`src/include/ppc_pkg.sv`:
```
// shared constants and types for the port pin control block
package ppc_pkg;
    // ====================================================
    // port widths
    localparam int ARB_W = 8;
    localparam int CPA_W = 8;
    localparam int CPB_W = 8;
    localparam int CAP_W = 16;
    localparam int TMR_W = 16;
    localparam int AIN_W = 16;
    localparam int AIN_SEL_W = 4;

    // ====================================================
    // implemented-bit masks
    localparam logic [7:0] FULL8_MASK = 8'hFF;
    localparam logic [15:0] FULL16_MASK = 16'hFFFF;
    localparam int ABSENT_BIT_FOURTEEN = 14;
    localparam logic [15:0] TMR_IMPL_MASK = 16'hBFFF;

    // ====================================================
    // alternate function bit positions
    localparam int TMR_HIGHBYTE_BIT = 12;
    localparam int TMR_CLK_BIT = 15;
    localparam int ARB_CS_LSB = 0;
    localparam int ARB_CS_N = 5;
    localparam int ARB_HOLD_BIT = 5;
    localparam int ARB_HOLD_ACK_BIT = 6;
    localparam int ARB_BUS_REQ_BIT = 7;

    // ====================================================
    // reset values
    localparam logic PIN_RST = 1'b0;
    localparam logic HOLD_RST = 1'b1;

    // ====================================================
    // mode encodings
    typedef enum logic {
        PPC_THR_TTL = 1'b0,
        PPC_THR_SPECIAL = 1'b1
    } ppc_thresh_e;

    typedef enum logic {
        PPC_HB_ENABLE = 1'b0,
        PPC_HB_STROBE = 1'b1
    } ppc_hbmode_e;
endpackage

```
`src/include/ppc_bank_if.sv`:
```
// carrier between the top and one bidirectional port bank
`timescale 1ns/1ns
interface ppc_bank_if #(parameter int W = 8);
    logic [W-1:0] dirOut;
    logic [W-1:0] latch;
    logic [W-1:0] openDrain;
    logic [W-1:0] altEn;
    logic [W-1:0] altOut;
    logic [W-1:0] pinIn;
    logic [W-1:0] pinOut;
    logic [W-1:0] pinOe;
    logic [W-1:0] readVal;

    modport bank (
        input dirOut,
        input latch,
        input openDrain,
        input altEn,
        input altOut,
        input pinIn,
        output pinOut,
        output pinOe,
        output readVal
    );

    modport ctrl (
        output dirOut,
        output latch,
        output openDrain,
        output altEn,
        output altOut,
        output pinIn,
        input pinOut,
        input pinOe,
        input readVal
    );
endinterface

```
`src/hw/ppc_port_bank.sv`:
```
// one bidirectional port bank: direction, driver stage, alternate mux
`timescale 1ns/1ns
module ppc_port_bank #(
    parameter int WIDTH = 8,
    parameter logic [WIDTH-1:0] IMPL_MASK = '1
) (
    input wire logic sys_clk,
    input wire logic rstn,
    ppc_bank_if.bank io
);
    import ppc_pkg::*;

    logic [WIDTH-1:0] drive;
    logic [WIDTH-1:0] altMask;
    logic [WIDTH-1:0] outReg;
    logic [WIDTH-1:0] outNext;
    logic [WIDTH-1:0] oeReg;
    logic [WIDTH-1:0] oeNext;
    logic [WIDTH-1:0] rdReg;
    logic [WIDTH-1:0] rdNext;

    // ========================================================
    // driver next state
    // alternate signal wins only on pins that are outputs
    always_comb begin
        altMask = io.altEn & io.dirOut & IMPL_MASK;
        drive = (altMask & io.altOut) | (~altMask & io.latch);
        // open drain only pulls low; high is left to the pull-up
        oeNext = io.dirOut & IMPL_MASK
            & (~io.openDrain | ~drive);
        outNext = drive & ~io.openDrain & io.dirOut & IMPL_MASK;
        rdNext = io.pinIn & IMPL_MASK;
    end

    // ========================================================
    // registered pin drivers and read value
    always_ff @(posedge sys_clk or negedge rstn) begin
        if (!rstn) begin
            outReg <= {WIDTH{PIN_RST}};
            oeReg <= {WIDTH{PIN_RST}};
            rdReg <= {WIDTH{PIN_RST}};
        end else begin
            outReg <= outNext;
            oeReg <= oeNext;
            rdReg <= rdNext;
        end
    end

    assign io.pinOut = outReg;
    assign io.pinOe = oeReg;
    assign io.readVal = rdReg;
endmodule

```
`src/hw/ppc_port_pin_control.sv`:
```
// top of the port pin control block: five bidirectional ports, one input port
// Function
// - one direction bit per bidirectional pin
// - input pins have their driver switched off
// - ports are eight or sixteen pins wide, except the fifteen-pin timer port
// - push-pull or open-drain stage per pin
// - selectable TTL or special input threshold
// - sixteen-bit input-only port, no driver
// - input pin x is analog channel x
// - timer port bit fourteen is absent
// - timer port bit fifteen outputs system clock
// - bit twelve outputs high-byte enable or strobe
// - arbitration port chip selects, hold, acknowledge, request
`timescale 1ns/1ns
module ppc_port_pin_control (
    input wire logic sys_clk,
    input wire logic rstn,
    // arbitration byte port
    input wire logic [ppc_pkg::ARB_W-1:0] arbDir,
    input wire logic [ppc_pkg::ARB_W-1:0] arbLatch,
    input wire logic [ppc_pkg::ARB_W-1:0] arbOpenDrain,
    input wire logic [ppc_pkg::ARB_W-1:0] arbAltEn,
    input wire logic [ppc_pkg::ARB_W-1:0] arbPinIn,
    output logic [ppc_pkg::ARB_W-1:0] arbPinOut,
    output logic [ppc_pkg::ARB_W-1:0] arbPinOe,
    output logic [ppc_pkg::ARB_W-1:0] arbRead,
    input wire logic [ppc_pkg::ARB_CS_N-1:0] chipSelectN,
    input wire logic holdAcknowledgeN,
    input wire logic busRequestOutN,
    output logic holdRequestN,
    // first compare byte port
    input wire logic [ppc_pkg::CPA_W-1:0] cpaDir,
    input wire logic [ppc_pkg::CPA_W-1:0] cpaLatch,
    input wire logic [ppc_pkg::CPA_W-1:0] cpaOpenDrain,
    input wire logic [ppc_pkg::CPA_W-1:0] cpaAltEn,
    input wire logic [ppc_pkg::CPA_W-1:0] cpaAltOut,
    input wire ppc_pkg::ppc_thresh_e cpaThreshSel,
    input wire logic [ppc_pkg::CPA_W-1:0] cpaPinIn,
    output logic [ppc_pkg::CPA_W-1:0] cpaPinOut,
    output logic [ppc_pkg::CPA_W-1:0] cpaPinOe,
    output logic [ppc_pkg::CPA_W-1:0] cpaRead,
    output ppc_pkg::ppc_thresh_e cpaThresh,
    // second compare byte port
    input wire logic [ppc_pkg::CPB_W-1:0] cpbDir,
    input wire logic [ppc_pkg::CPB_W-1:0] cpbLatch,
    input wire logic [ppc_pkg::CPB_W-1:0] cpbOpenDrain,
    input wire logic [ppc_pkg::CPB_W-1:0] cpbAltEn,
    input wire logic [ppc_pkg::CPB_W-1:0] cpbAltOut,
    input wire ppc_pkg::ppc_thresh_e cpbThreshSel,
    input wire logic [ppc_pkg::CPB_W-1:0] cpbPinIn,
    output logic [ppc_pkg::CPB_W-1:0] cpbPinOut,
    output logic [ppc_pkg::CPB_W-1:0] cpbPinOe,
    output logic [ppc_pkg::CPB_W-1:0] cpbRead,
    output ppc_pkg::ppc_thresh_e cpbThresh,
    // capture/compare word port
    input wire logic [ppc_pkg::CAP_W-1:0] capDir,
    input wire logic [ppc_pkg::CAP_W-1:0] capLatch,
    input wire logic [ppc_pkg::CAP_W-1:0] capOpenDrain,
    input wire logic [ppc_pkg::CAP_W-1:0] capAltEn,
    input wire logic [ppc_pkg::CAP_W-1:0] capAltOut,
    input wire ppc_pkg::ppc_thresh_e capThreshSel,
    input wire logic [ppc_pkg::CAP_W-1:0] capPinIn,
    output logic [ppc_pkg::CAP_W-1:0] capPinOut,
    output logic [ppc_pkg::CAP_W-1:0] capPinOe,
    output logic [ppc_pkg::CAP_W-1:0] capRead,
    output ppc_pkg::ppc_thresh_e capThresh,
    // timer/serial port, fifteen pins
    input wire logic [ppc_pkg::TMR_W-1:0] tmrDir,
    input wire logic [ppc_pkg::TMR_W-1:0] tmrLatch,
    input wire logic [ppc_pkg::TMR_W-1:0] tmrOpenDrain,
    input wire logic [ppc_pkg::TMR_W-1:0] tmrAltEn,
    input wire logic [ppc_pkg::TMR_W-1:0] tmrAltOut,
    input wire ppc_pkg::ppc_thresh_e tmrThreshSel,
    input wire logic [ppc_pkg::TMR_W-1:0] tmrPinIn,
    output logic [ppc_pkg::TMR_W-1:0] tmrPinOut,
    output logic [ppc_pkg::TMR_W-1:0] tmrPinOe,
    output logic [ppc_pkg::TMR_W-1:0] tmrRead,
    output ppc_pkg::ppc_thresh_e tmrThresh,
    input wire ppc_pkg::ppc_hbmode_e highByteMode,
    input wire logic highByteEnableN,
    input wire logic highByteWriteStrobeN,
    // input-only port
    input wire logic [ppc_pkg::AIN_W-1:0] inputOnlyPortPin,
    input wire logic [ppc_pkg::AIN_SEL_W-1:0] analogChannelSel,
    output logic [ppc_pkg::AIN_W-1:0] inputOnlyRead,
    output logic analogChannelInput
);
    import ppc_pkg::*;

    // ========================================================
    // arbitration byte port
    ppc_bank_if #(.W(ARB_W)) arbIf ();

    // bus controller signals sit on their fixed bits; the hold
    // request bit is an input so its alternate output stays quiet
    assign arbIf.altOut = {busRequestOutN, holdAcknowledgeN,
        1'b1, chipSelectN};
    assign arbIf.dirOut = arbDir;
    assign arbIf.latch = arbLatch;
    assign arbIf.openDrain = arbOpenDrain;
    assign arbIf.altEn = arbAltEn;
    assign arbIf.pinIn = arbPinIn;

    ppc_port_bank #(.WIDTH(ARB_W), .IMPL_MASK(FULL8_MASK)) u_arb (
        .sys_clk(sys_clk),
        .rstn(rstn),
        .io(arbIf.bank)
    );

    assign arbPinOut = arbIf.pinOut;
    assign arbPinOe = arbIf.pinOe;
    assign arbRead = arbIf.readVal;
    // external master's hold request, read from the pin each cycle
    assign holdRequestN = arbIf.readVal[ARB_HOLD_BIT];

    // ========================================================
    // first compare byte port
    ppc_bank_if #(.W(CPA_W)) cpaIf ();

    assign cpaIf.dirOut = cpaDir;
    assign cpaIf.latch = cpaLatch;
    assign cpaIf.openDrain = cpaOpenDrain;
    assign cpaIf.altEn = cpaAltEn;
    assign cpaIf.altOut = cpaAltOut;
    assign cpaIf.pinIn = cpaPinIn;

    ppc_port_bank #(.WIDTH(CPA_W), .IMPL_MASK(FULL8_MASK)) u_cpa (
        .sys_clk(sys_clk),
        .rstn(rstn),
        .io(cpaIf.bank)
    );

    assign cpaPinOut = cpaIf.pinOut;
    assign cpaPinOe = cpaIf.pinOe;
    assign cpaRead = cpaIf.readVal;

    // ========================================================
    // second compare byte port
    ppc_bank_if #(.W(CPB_W)) cpbIf ();

    assign cpbIf.dirOut = cpbDir;
    assign cpbIf.latch = cpbLatch;
    assign cpbIf.openDrain = cpbOpenDrain;
    assign cpbIf.altEn = cpbAltEn;
    assign cpbIf.altOut = cpbAltOut;
    assign cpbIf.pinIn = cpbPinIn;

    ppc_port_bank #(.WIDTH(CPB_W), .IMPL_MASK(FULL8_MASK)) u_cpb (
        .sys_clk(sys_clk),
        .rstn(rstn),
        .io(cpbIf.bank)
    );

    assign cpbPinOut = cpbIf.pinOut;
    assign cpbPinOe = cpbIf.pinOe;
    assign cpbRead = cpbIf.readVal;

    // ========================================================
    // capture/compare word port
    ppc_bank_if #(.W(CAP_W)) capIf ();

    assign capIf.dirOut = capDir;
    assign capIf.latch = capLatch;
    assign capIf.openDrain = capOpenDrain;
    assign capIf.altEn = capAltEn;
    assign capIf.altOut = capAltOut;
    assign capIf.pinIn = capPinIn;

    ppc_port_bank #(.WIDTH(CAP_W), .IMPL_MASK(FULL16_MASK)) u_cap (
        .sys_clk(sys_clk),
        .rstn(rstn),
        .io(capIf.bank)
    );

    assign capPinOut = capIf.pinOut;
    assign capPinOe = capIf.pinOe;
    assign capRead = capIf.readVal;

    // ========================================================
    // timer/serial port
    ppc_bank_if #(.W(TMR_W)) tmrIf ();
    logic hbSignal;
    logic clkSel;

    // high-byte pin carries enable or write strobe per bus mode
    always_comb begin
        hbSignal = (highByteMode == PPC_HB_STROBE)
            ? highByteWriteStrobeN : highByteEnableN;
        tmrIf.altOut = tmrAltOut;
        tmrIf.altOut[TMR_HIGHBYTE_BIT] = hbSignal;
    end

    assign tmrIf.dirOut = tmrDir;
    assign tmrIf.latch = tmrLatch;
    assign tmrIf.openDrain = tmrOpenDrain;
    assign tmrIf.altEn = tmrAltEn;
    assign tmrIf.pinIn = tmrPinIn;

    ppc_port_bank #(.WIDTH(TMR_W), .IMPL_MASK(TMR_IMPL_MASK)) u_tmr (
        .sys_clk(sys_clk),
        .rstn(rstn),
        .io(tmrIf.bank)
    );

    // the clock cannot pass through a flop at its own rate, so it is
    // muxed after the bank; only a push-pull stage can carry it
    assign clkSel = tmrAltEn[TMR_CLK_BIT] & tmrDir[TMR_CLK_BIT]
        & ~tmrOpenDrain[TMR_CLK_BIT];
    always_comb begin
        tmrPinOut = tmrIf.pinOut;
        tmrPinOut[TMR_CLK_BIT] = clkSel
            ? sys_clk : tmrIf.pinOut[TMR_CLK_BIT];
    end
    assign tmrPinOe = tmrIf.pinOe;
    assign tmrRead = tmrIf.readVal;

    // ========================================================
    // input thresholds, registered so the pad select is glitch free
    logic [3:0] thrReg;
    logic [3:0] thrNext;

    always_comb begin
        thrNext = {tmrThreshSel, capThreshSel,
            cpbThreshSel, cpaThreshSel};
    end

    always_ff @(posedge sys_clk or negedge rstn) begin
        if (!rstn) begin
            thrReg <= {4{PPC_THR_TTL}};
        end else begin
            thrReg <= thrNext;
        end
    end

    assign cpaThresh = ppc_thresh_e'(thrReg[0]);
    assign cpbThresh = ppc_thresh_e'(thrReg[1]);
    assign capThresh = ppc_thresh_e'(thrReg[2]);
    assign tmrThresh = ppc_thresh_e'(thrReg[3]);

    // ========================================================
    // input-only port: no driver and no direction exist at all
    logic [AIN_W-1:0] ainReg;
    logic [AIN_W-1:0] ainNext;
    logic anaReg;
    logic anaNext;

    // channel x is simply pin x; digital read runs alongside
    always_comb begin
        ainNext = inputOnlyPortPin;
        anaNext = inputOnlyPortPin[analogChannelSel];
    end

    always_ff @(posedge sys_clk or negedge rstn) begin
        if (!rstn) begin
            ainReg <= {AIN_W{PIN_RST}};
            anaReg <= PIN_RST;
        end else begin
            ainReg <= ainNext;
            anaReg <= anaNext;
        end
    end

    assign inputOnlyRead = ainReg;
    assign analogChannelInput = anaReg;
endmodule

```
`config.mk`:
```
export PLATFORM = sky130hd
export DESIGN_NAME = ppc_port_pin_control
export DESIGN_NICKNAME = d
export VERILOG_FILES = /design/src/include/ppc_pkg.sv /design/src/include/ppc_bank_if.sv /design/src/hw/ppc_port_bank.sv /design/src/hw/ppc_port_pin_control.sv
export SDC_FILE = /design/constraint.sdc
export NUM_CORES = 1
export LEC_CHECK = 0
export BUFFER_PORTS_ARGS = -buffer_cell sky130_fd_sc_hd__clkbuf_2
export CAP_MARGIN = 20
export CORE_AREA = 2 2 212 214
export CTS_CLUSTER_DIAMETER = 50
export CTS_CLUSTER_SIZE = 25
export DETAILED_ROUTE_END_ITERATION = 6
export DIE_AREA = 0 0 214 216
export GPL_ROUTABILITY_DRIVEN = 0
export PLACE_DENSITY = 0.39
export SLEW_MARGIN = 20
export SYNTH_ARGS = -nofsm -noshare
export SYNTH_HDL_FRONTEND = slang
export SYNTH_HIERARCHICAL = 1
export SYNTH_SLANG_ARGS = --single-unit
```
`constraint.sdc`:
```
create_clock -name sys_clk -period 1.4 [get_ports sys_clk]
set_clock_uncertainty 0.05 [all_clocks]
set_input_delay 0.35 -clock sys_clk [delete_from_list [all_inputs] [get_ports sys_clk]]
set_output_delay 0.35 -clock sys_clk [all_outputs]
set_load 0.01 [all_outputs]
```
==> out/qor.csv, run 1 <==
metric,value,unit
run_status,finished with violations,
violations,setup timing,
antenna_violations_before_repair,1,
start_util,14.9,%
cp-start-kind,flip-flop,
cells_after_synthesis,382,
total_power,13.4,mW
hold_viol_final,0,
power.static_leakage,7.15,nW
finalWorstPathRequiredPeriod,1780,ps
rsz0062_at_grt,true,
crit_path_max_fanout,1,
multi_input_area,0.00181,mm^2
die-width,214,um
powerDensity,999,mW/mm^2
io_pins,554,
worstSetupPathType,flip-flop to output pin,
cts_tree,done,
final.period_utilization,127,%
drive_above_1_share,52.9,%
n_fill_cell,4509,
drcViolationCount,0,
clock_pin_slew_on_the_worst_setup_and_hold_paths,70,ps
portion_of_the_post_synthesis_area_used_by_sequential_elements,71.1,%
design.final.nets,1566,
postSynthRegisterBits,186,
route.final.wire_length,25.9,mm
number_of_standard_cell_rows_in_the_floorplan,77,
synth.area.top_cells,"sky130_fd_sc_hd__dfrtp_1 71%, sky130_fd_sc_hd__mux2_4 9.4%, sky130_fd_sc_hd__and3b_1 5.5%",
syn2layout_area_growth,106,%
timing.final.max_slew_violations,0,
finalSetupViolations,187,
yosys.area.top_type,sky130_fd_sc_hd__dfrtp_1,
register_area,0.00466,mm^2
syn-mean-instance-area,17.1,um^2
synth.distinct_cells,15,
avg_wl_per_cell,14.3,um
cts_setup_buffers,0,
synth.yosys.warnings,6,
worstSetupEndpointType,output pin,
drt-pass1-iter-count,4,
floorplan.die_area,0.0462,mm^2
critPathArrivalTime,1380,ps
timing.max_cap.violations,0,
globalRoute.totalOverflow,0,
avgViaCountPerCell,3.51,
globalRouteTotalUtil,11.3,%
holdCritPathClass,primary input to flip-flop,
detailed_placer_s_ending_hpwl,20.4,mm
antenna_cells,0,
total_number_of_vias,6343,
detail-route-antenna-nets,0,
power.ir.vdd_worst,695,uV
synth.cell_area,0.00655,mm^2
core_region_area,0.0438,mm^2
number_of_port_buffers,543,
grt_pass1_vias,7041,
detailedRoute.firstIterationViolations,225,
fmaxAchievable,0.561,GHz
setup_ws,-382,ps
dpl_worst_slack,-99.8,ps
worst-endpoint-required,1000,ps
synth_top_area_share,71.1,%
first_pass_grt_wire_length,38.8,mm
die_h,216,um
grt_max_degree,40,
synthesized netlist by cell type:
library cell,instances
sky130_fd_sc_hd__nand2_1,1
sky130_fd_sc_hd__mux2_2,2
sky130_fd_sc_hd__nor2_1,1
sky130_fd_sc_hd__mux2i_1,17
sky130_fd_sc_hd__buf_4,4
sky130_fd_sc_hd__inv_1,14
sky130_fd_sc_hd__dfrtp_1,186
sky130_fd_sc_hd__mux2_4,41
sky130_fd_sc_hd__conb_1,2
sky130_fd_sc_hd__a21boi_2,1
sky130_fd_sc_hd__o21a_1,14
sky130_fd_sc_hd__mux4_1,4
sky130_fd_sc_hd__a21boi_1,40
sky130_fd_sc_hd__nor3b_1,14
sky130_fd_sc_hd__and3b_1,41
kinds of logic after synthesis:
kind of cell	after synthesis	share of synthesized area, %
AO/OA/AOI/OAI	55	6.36
other	2	0.115
buffers and inverters	18	1.26
multiplexers	64	14.0
flip-flops	186	71.1
AND/OR/NAND/NOR	57	7.21
state kept, by name (all words and copies together), names as in the netlist:
signal and flops:
u_tmr/io.readVal 15, u_arb/io.pinOe 8, u_cpa/io.readVal 8, analogChannelInput 1, u_arb/io.pinOut 8, u_cpa/io.pinOut 8
u_cap/io.pinOe 16, u_tmr/io.pinOe 15, u_tmr/io.pinOut 15, u_cpb/io.pinOe 8, u_cpb/io.readVal 8, thrReg 4
inputOnlyRead 16, u_arb/io.readVal 8, u_cap/io.readVal 16, u_cap/io.pinOut 16, u_cpa/io.pinOe 8, u_cpb/io.pinOut 8
worst max-delay path, cell delays in order, from the launching register on:
cell	delay [ps]
sky130_fd_sc_hd__dfrtp_1	380
sky130_fd_sc_hd__mux2_4	290
sky130_fd_sc_hd__clkbuf_2	130
power by group:
| part | switching, mW | internal [mW] | leakage [nW] |
|---|---|---|---|
| Combinational | 0.912 | 1.42 | 4.53 |
| Sequential | 0.107 | 5.67 | 2.30 |
| Clock | 2.30 | 3.05 | 0.315 |
| Total | 3.32 | 10.1 | 7.15 |
layer usage:
layer	up-vias	share of wire (%)	GRT usage, %
li1	2979	-	-
met1	2972	35	11.1
met2	348	53	20.2
met3	42	9.0	4.67
met4	2	3.1	6.36
met5	-	0.050	0
metrics by stage:
step	instance area, um^2	std cells	util (%)	TNS [ps]	hold slack [ps]
after global routing	13500	1807	30.7	-27440	39.8
after global placement	10200	1533	23.2	-168	299
after detailed placement	10200	1533	23.2	-159	305
after CTS	13300	1807	30.2	-28020	8.67
after floorplan	6550	384	-	0	4.41
final	13500	1807	30.7	-15320	70.7
cell type report:
cell class | count | area share (%)
Clock buffer | 22 | 3.86
Tap cell | 592 | 5.50
Clock inverter | 14 | 1.11
Sequential cell | 186 | 34.6
Inverter | 14 | 0.390
Multi-Input combinational cell | 180 | 13.5
Timing Repair Buffer | 799 | 41.1
layout by cell type (no fill, tap or decap), types with 17 or more instances in the layout:
| master | Yosys | final |
|---|---|---|
| sky130_fd_sc_hd__dfrtp_1 | 186 | 185 |
| sky130_fd_sc_hd__buf_6 | 0 | 33 |
| sky130_fd_sc_hd__dlygate4sd3_1 | 0 | 239 |
| sky130_fd_sc_hd__mux2_4 | 41 | 42 |
| sky130_fd_sc_hd__and3b_1 | 41 | 41 |
| sky130_fd_sc_hd__mux2i_1 | 17 | 17 |
| sky130_fd_sc_hd__a21boi_1 | 40 | 40 |
| sky130_fd_sc_hd__clkbuf_2 | 0 | 504 |
| sky130_fd_sc_hd__clkbuf_16 | 0 | 20 |
final timing paths:
check / startpoint / endpoint / cells after the start
worst min-delay path: tmrLatch[12] / u_tmr/io.pinOe[12] / 3
worst max-delay path: u_tmr/io.pinOut[15] / tmrPinOut[15] / 2
min in group asynchronous: rstn / u_tmr/io.pinOut[1] / 2
max in group asynchronous: rstn / u_cpa/io.readVal[5] / 3
repair_timing:
action,in CTS,in global routing
gates resized for setup,4,94
endpoints found under the hold margin,243,0
endpoints found under the setup margin,187,188
pin swaps,0,0
hold buffers,239,0
cloned,0,0
Power figures use the tool's default switching activity.
==> run 2: changes to the inputs <==
--- a/config.mk
+++ b/config.mk
@@ -13,6 +13,7 @@
 export DETAILED_ROUTE_END_ITERATION = 6
 export DIE_AREA = 0 0 214 216
 export GPL_ROUTABILITY_DRIVEN = 0
+export GPL_TIMING_DRIVEN = 0
 export PLACE_DENSITY = 0.39
 export SLEW_MARGIN = 20
 export SYNTH_ARGS = -nofsm -noshare
==> run 2 against run 1 <==
The flow still finishes with violations (setup timing); sequential power hardly changed; sequential share of layout area is 0.12 points higher; highest routed layer is now met4; total power increased by 2.7%; largest cell class unchanged.
==> out/qor.csv, run 2 (synthesis results as in run 1) <==
metric,value,unit,change
globalRoute.totalOverflow,0,,unchanged
first_pass_grt_wire_length,38.6,mm,was 38.8 mm
drt-pass1-iter-count,4,,unchanged
finalWorstPathRequiredPeriod,1770,ps,was 1780 ps
cts_tree,done,,unchanged
power.ir.vdd_worst,687,uV,was 695 uV
violations,setup timing,,unchanged
number_of_port_buffers,543,,unchanged
worstSetupEndpointType,output pin,,unchanged
fmaxAchievable,0.565,GHz,was 0.561 GHz
detail-route-antenna-nets,0,,unchanged
most_frequent_standard_cell_in_the_layout_excluding_fill_and_tap_cells,sky130_fd_sc_hd__clkbuf_2,,unchanged
grt_max_degree,78,,was 40
detailed_placer_s_ending_hpwl,19.7,mm,was 20.4 mm
drive_above_1_share,52.2,%,was 52.9%
avg_wl_per_cell,14.2,um,was 14.3 um
design_area,0.0134,mm^2,was 0.0135 mm^2
floorplan.die_area,0.0462,mm^2,unchanged
clock_pin_slew_on_the_worst_setup_and_hold_paths,70,ps,about the same
timing.max_cap.violations,0,,unchanged
avgViaCountPerCell,3.52,,was 3.51
crit_path_max_fanout,1,,unchanged
placedInstanceArea,0.0101,mm^2,was 0.0102 mm^2
core_region_area,0.0438,mm^2,unchanged
hold_viol_final,0,,unchanged
grt_pass1_vias,7138,,"was 7,041"
total_number_of_vias,6318,,"was 6,343"
io_pins,554,,unchanged
run_status,finished with violations,,unchanged
holdCritPathClass,primary input to flip-flop,,unchanged
layout_common_cells,"505 x sky130_fd_sc_hd__clkbuf_2, 240 x sky130_fd_sc_hd__dlygate4sd3_1, 186 x sky130_fd_sc_hd__dfrtp_1",,"was 504 x sky130_fd_sc_hd__clkbuf_2, 239 x sky130_fd_sc_hd__dlygate4sd3_1, 185 x sky130_fd_sc_hd__dfrtp_1"
final.period_utilization,126,%,was 127%
die_h,216,um,unchanged
powerDensity,1030,mW/mm^2,was 999 mW/mm^2
final_core_util,30.6,%,was 30.7%
setup-tns-final,-15130,ps,"was -15,320 ps"
finalSetupViolations,187,,unchanged
antenna_violations_before_repair,0,,was 1
detailedRoute.firstIterationViolations,180,,was 225
globalRouteTotalUtil,11.3,%,about the same
setup_ws,-369,ps,was -382 ps
number_of_standard_cell_rows_in_the_floorplan,77,,unchanged
start_util,14.9,%,unchanged
power.static_leakage,7.14,nW,was 7.15 nW
cp-start-kind,flip-flop,,unchanged
worstSetupPathType,flip-flop to output pin,,unchanged
hold_ws,68.8,ps,was 70.7 ps
die-width,214,um,unchanged
antenna_cells,0,,unchanged
worst-endpoint-required,1000,ps,about the same
design.final.nets,1556,,"was 1,566"
rsz0062_at_grt,true,,unchanged
timing.final.max_slew_violations,0,,unchanged
critPathArrivalTime,1370,ps,was 1380 ps
drcViolationCount,0,,unchanged
route.final.wire_length,25.5,mm,was 25.9 mm
syn2layout_area_growth,105,%,was 106%
dpl_worst_slack,-127,ps,was -99.8 ps
[run 2: cell types whose count changed in the layout (fill, tap and decap cells not counted), moves of 2 or more]
cell	before	now
sky130_fd_sc_hd__buf_12	5	1
sky130_fd_sc_hd__inv_6	1	3
sky130_fd_sc_hd__mux4_2	2	0
sky130_fd_sc_hd__buf_2	4	6
sky130_fd_sc_hd__clkinvlp_4	7	3
sky130_fd_sc_hd__bufinv_16	2	4
sky130_fd_sc_hd__buf_6	33	31
sky130_fd_sc_hd__buf_4	13	3
sky130_fd_sc_hd__buf_16	0	2
sky130_fd_sc_hd__mux4_1	2	4
[run 2: what timing repair did]
item,4_1_cts,5_1_grt
hold buffers,239,2
resized for setup,2,91
setup endpoints to repair,187,187
hold endpoints to repair,255,35
setup buffers,0,0
[run 2: layer usage]
metal | GRT usage, % | up-vias | part of all wire, %
li1 | - | 2958 | -
met3 | 5.02 | 36 | 9.0
met5 | 0 | - | 0
met4 | 5.34 | 0 | 2.5
met1 | 10.9 | 2973 | 35
met2 | 20.4 | 351 | 53
[run 2: cell type report]
| class | instances | area (um^2) |
|---|---|---|
| Fill cell | 4475 | 30400 |
| Clock inverter | 14 | 193 |
| Multi-Input combinational cell | 180 | 1820 |
| Sequential cell | 186 | 4650 |
| Tap cell | 592 | 741 |
| Clock buffer | 22 | 526 |
| Buffer | 4 | 33.8 |
| Inverter | 14 | 52.6 |
| Timing Repair Buffer | 785 | 5390 |
[run 2: report_power, final]
part           internal, mW  leakage, nW  switching, mW
sequential             5.66         2.30         0.0988
combinational          1.39         4.49          0.909
clock                  3.42        0.353           2.33
total                  10.5         7.14           3.34
[run 2: worst paths after layout]
path / startpoint / endpoint / slack [ps] / depth (start not counted)
hold / removal: analogChannelSel[3] / analogChannelInput / 70 / 3
max in group asynchronous: rstn / u_tmr/io.readVal[6] / 200 / 4
setup / recovery: u_tmr/io.pinOut[15] / tmrPinOut[15] / -370 / 2
min in group asynchronous: rstn / u_tmr/io.pinOe[11] / 250 / 3
[run 2: per-stage QoR]
stage	power, mW	std cells
2_1_floorplan	6.41	384
3_3_place_gp	7.54	1519
3_5_place_dp	7.57	1521
4_1_cts	14.1	1795
5_1_grt	14.5	1797
6_report	13.8	1797
[run 2: worst max-delay path, stage by stage (launching register included)]
cell                      delay, ps
sky130_fd_sc_hd__dfrtp_1        360
sky130_fd_sc_hd__mux2_4         290
sky130_fd_sc_hd__buf_6          130
==> run 3: changes to the inputs <==
--- a/config.mk
+++ b/config.mk
@@ -7,16 +7,15 @@
 export LEC_CHECK = 0
 export BUFFER_PORTS_ARGS = -buffer_cell sky130_fd_sc_hd__clkbuf_2
 export CAP_MARGIN = 20
-export CORE_AREA = 2 2 212 214
+export CORE_AREA = 2 2 218 220
 export CTS_CLUSTER_DIAMETER = 50
 export CTS_CLUSTER_SIZE = 25
 export DETAILED_ROUTE_END_ITERATION = 6
-export DIE_AREA = 0 0 214 216
+export DIE_AREA = 0 0 220 222
 export GPL_ROUTABILITY_DRIVEN = 0
 export GPL_TIMING_DRIVEN = 0
-export PLACE_DENSITY = 0.39
+export PLACE_DENSITY = 0.38
 export SLEW_MARGIN = 20
 export SYNTH_ARGS = -nofsm -noshare
 export SYNTH_HDL_FRONTEND = slang
-export SYNTH_HIERARCHICAL = 1
 export SYNTH_SLANG_ARGS = --single-unit
==> run 3 against run 2 <==
The run still ends with setup timing left; worst hold slack worse by 14 ps; critical path depth increased by 2; fmax up 1.4%; design area shrank 0.63%; largest power group unchanged; critical path type is now clock port to output pin; synthesized cell count grew 3.1%; global-route usage shrank 0.86 points; core utilization fell by 1.8 points.
==> out/qor.csv, run 3 <==
metric,value,unit,change
run_status,finished with violations,,unchanged
violations,setup timing,,unchanged
grt_max_degree,81,,was 78
dpl_worst_slack,-138,ps,was -127 ps
most_frequent_standard_cell_in_the_layout_excluding_fill_and_tap_cells,sky130_fd_sc_hd__clkbuf_2,,unchanged
avgViaCountPerCell,3.44,,was 3.52
ys_dominant_reg_cell,sky130_fd_sc_hd__dfrtp_1,,unchanged
cp-start-kind,clock port,,was flip-flop
core_region_area,0.0463,mm^2,was 0.0438 mm^2
fmaxAchievable,0.573,GHz,was 0.565 GHz
antenna_violations_before_repair,0,,unchanged
finalSetupViolations,187,,unchanged
placedInstanceArea,0.0100,mm^2,was 0.0101 mm^2
setup_ws,-348,ps,was -369 ps
start_util,14.0,%,was 14.9%
detailedRoute.firstIterationViolations,177,,was 180
power.static_leakage,6.94,nW,was 7.14 nW
final.period_utilization,125,%,was 126%
drive_above_1_share,51.8,%,was 52.2%
holdCritPathClass,primary input to flip-flop,,unchanged
synth_async_sr_flop_share,100,%,unchanged
layout_common_cells,"495 x sky130_fd_sc_hd__clkbuf_2, 243 x sky130_fd_sc_hd__dlygate4sd3_1, 186 x sky130_fd_sc_hd__dfrtp_1",,"was 505 x sky130_fd_sc_hd__clkbuf_2, 240 x sky130_fd_sc_hd__dlygate4sd3_1, 186 x sky130_fd_sc_hd__dfrtp_1"
placed_cells,1548,,"was 1,521"
total_power,13.3,mW,was 13.8 mW
worst-endpoint-required,1000,ps,about the same
hold_ws,54.9,ps,was 68.8 ps
synth.yosys.warnings,0,,was 6
finalWorstPathRequiredPeriod,1750,ps,was 1770 ps
critPathArrivalTime,1350,ps,was 1370 ps
detailed_placer_s_ending_hpwl,19.6,mm,was 19.7 mm
finish.cell_count_without_fillers,1813,,"was 1,797"
detail-route-antenna-nets,0,,unchanged
worstSetupEndpointType,output pin,,unchanged
crit_path_max_fanout,2,,was 1
worst_hold_startpoint,tmrLatch[1],,was analogChannelSel[3]
syn-mean-instance-area,16.4,um^2,was 17.1 um^2
hold_viol_final,0,,unchanged
rsz0062_at_grt,true,,unchanged
die-width,220,um,was 214 um
worst_path_max_delay_cell,sky130_fd_sc_hd__mux2_4,,was sky130_fd_sc_hd__dfrtp_1
postSynthRegisterBits,186,,unchanged
worstSetupPathType,clock port to output pin,,was flip-flop to output pin
floorplan.die_area,0.0488,mm^2,was 0.0462 mm^2
portion_of_the_post_synthesis_area_used_by_sequential_elements,71.8,%,was 71.1%
timing.final.max_slew_violations,0,,unchanged
share_of_the_synthesized_area_in_compound_gates_ao_oa_aoi_oai,6.51,%,was 6.36%
power.ir.vdd_worst,836,uV,was 687 uV
yosys.area.top_type,sky130_fd_sc_hd__dfrtp_1,,unchanged
critical-path-top-cell-by-count,sky130_fd_sc_hd__clkbuf_16,,
crit_path_start,sys_clk,,was u_tmr/io.pinOut[15]
globalRoute.totalOverflow,0,,unchanged
synth.area.top_cells,"sky130_fd_sc_hd__dfrtp_1 72%, sky130_fd_sc_hd__mux2_2 7.3%, sky130_fd_sc_hd__and3b_1 5.7%",,"was sky130_fd_sc_hd__dfrtp_1 71%, sky130_fd_sc_hd__mux2_4 9.4%, sky130_fd_sc_hd__and3b_1 5.5%"
first_pass_grt_wire_length,36.5,mm,was 38.6 mm
globalRouteTotalUtil,10.4,%,was 11.3%
post-synth-top-count-cell,sky130_fd_sc_hd__dfrtp_1,,unchanged
synth_edf_count,0,,unchanged
die_h,222,um,was 216 um
synth.cell_area,0.00648,mm^2,was 0.00655 mm^2
synth.distinct_cells,17,,was 15
synth_commonest_cells,"186 x sky130_fd_sc_hd__dfrtp_1, 42 x sky130_fd_sc_hd__a21boi_0, 42 x sky130_fd_sc_hd__and3b_1, 42 x sky130_fd_sc_hd__mux2_2, 18 x sky130_fd_sc_hd__buf_4",,"was 186 x sky130_fd_sc_hd__dfrtp_1, 41 x sky130_fd_sc_hd__and3b_1, 41 x sky130_fd_sc_hd__mux2_4, 40 x sky130_fd_sc_hd__a21boi_1, 17 x sky130_fd_sc_hd__mux2i_1"
io_pins,554,,unchanged
cts_tree,done,,unchanged
synth_simple_gate_area_share,7.45,%,was 7.21%
total_number_of_vias,6240,,"was 6,318"
critical-path-max-stage-delay,270,ps,was 360 ps
design_area,0.0133,mm^2,was 0.0134 mm^2
crit_path_cells,clkbuf_16 > clkbuf_16 > mux2_4 > buf_8,,was mux2_4 > buf_6
grt_pass1_vias,6883,,"was 7,138"
cells_after_synthesis,394,,was 382
timing.max_cap.violations,0,,unchanged
combinational_family_with_the_most_area_after_synthesis,multiplexers,,unchanged
design.final.nets,1556,,unchanged
avg_wl_per_cell,14.0,um,was 14.2 um
synth_xor_xnor_area_share,0,%,unchanged
drt-pass1-iter-count,4,,unchanged
clock_pin_slew_on_the_worst_setup_and_hold_paths,70,ps,about the same
route.final.wire_length,25.3,mm,was 25.5 mm
number_of_standard_cell_rows_in_the_floorplan,79,,was 77
syn2layout_area_growth,106,%,was 105%
synth_top_area_share,71.8,%,was 71.1%
number_of_port_buffers,543,,unchanged
synth-adder-area-share,0,%,unchanged
synth.mux.area_fraction,11.4,%,was 14.0%
powerDensity,1000,mW/mm^2,was 1030 mW/mm^2
drcViolationCount,0,,unchanged
==> run 3: path summary, 6_finish.rpt <==
check	cells past startpoint	slack, ps	endpoint
setup / recovery	4	-350	tmrPinOut[15]
hold / removal	3	50	u_tmr.io.pinOe[1]
max in group asynchronous	3	330	u_cap.io.readVal[2]
min in group asynchronous	2	210	u_tmr.io.pinOe[13]
==> run 3: what timing repair did <==
item,in CTS,in global routing
pin swaps,0,0
setup buffers,0,0
hold endpoints to repair,292,0
hold buffers,243,0
gates resized for setup,12,94
endpoints found under the setup margin,187,187
==> run 3: metrics by stage <==
step | TNS, ps | util (%)
3_5_place_dp | -195 | 21.7
4_1_cts | -29150 | 28.3
5_1_grt | -30050 | 28.8
3_3_place_gp | -752250 | 21.5
6_report | -16800 | 28.8
2_1_floorplan | 0 | -
==> run 3: kinds of logic (layout without fill, tap and decap cells) <==
family,Yosys count,after routing
flip-flops,186,186
multiplexers,62,62
AND/OR/NAND/NOR,58,58
AO/OA/AOI/OAI,57,57
buffers and inverters,30,839
other,1,4
==> run 3: area by class of cell <==
cell class | count | area (um^2)
multi-input combinational | 180 | 1660
tap | 607 | 759
inverter | 12 | 45.0
clock buffer | 27 | 578
fill | 4818 | 32900
buffer | 4 | 33.8
sequential | 186 | 4650
antenna | 1 | 2.50
clock inverter | 9 | 88.8
timing repair buffer | 787 | 5500
==> run 3: where the power goes <==
part	switching, mW	total [mW]	leakage (nW)	internal (mW)
registers	0.104	5.77	2.30	5.67
logic	0.877	2.23	4.31	1.35
clock network	2.30	5.32	0.329	3.02
total	3.28	13.3	6.94	10.0
==> run 3: critical path: cells and delay by family <==
kind	cells	cell delay (ps)
mux	1	270
buf+inv	3	380
==> run 3: routing by layer <==
metal | global-route usage (%) | vias up | wire length (um)
li1 | - | 2955 | -
met1 | 9.60 | 2948 | 8690
met2 | 18.8 | 309 | 13400
met3 | 4.97 | 28 | 2500
met4 | 5.43 | 0 | 665
met5 | 0 | - | 0
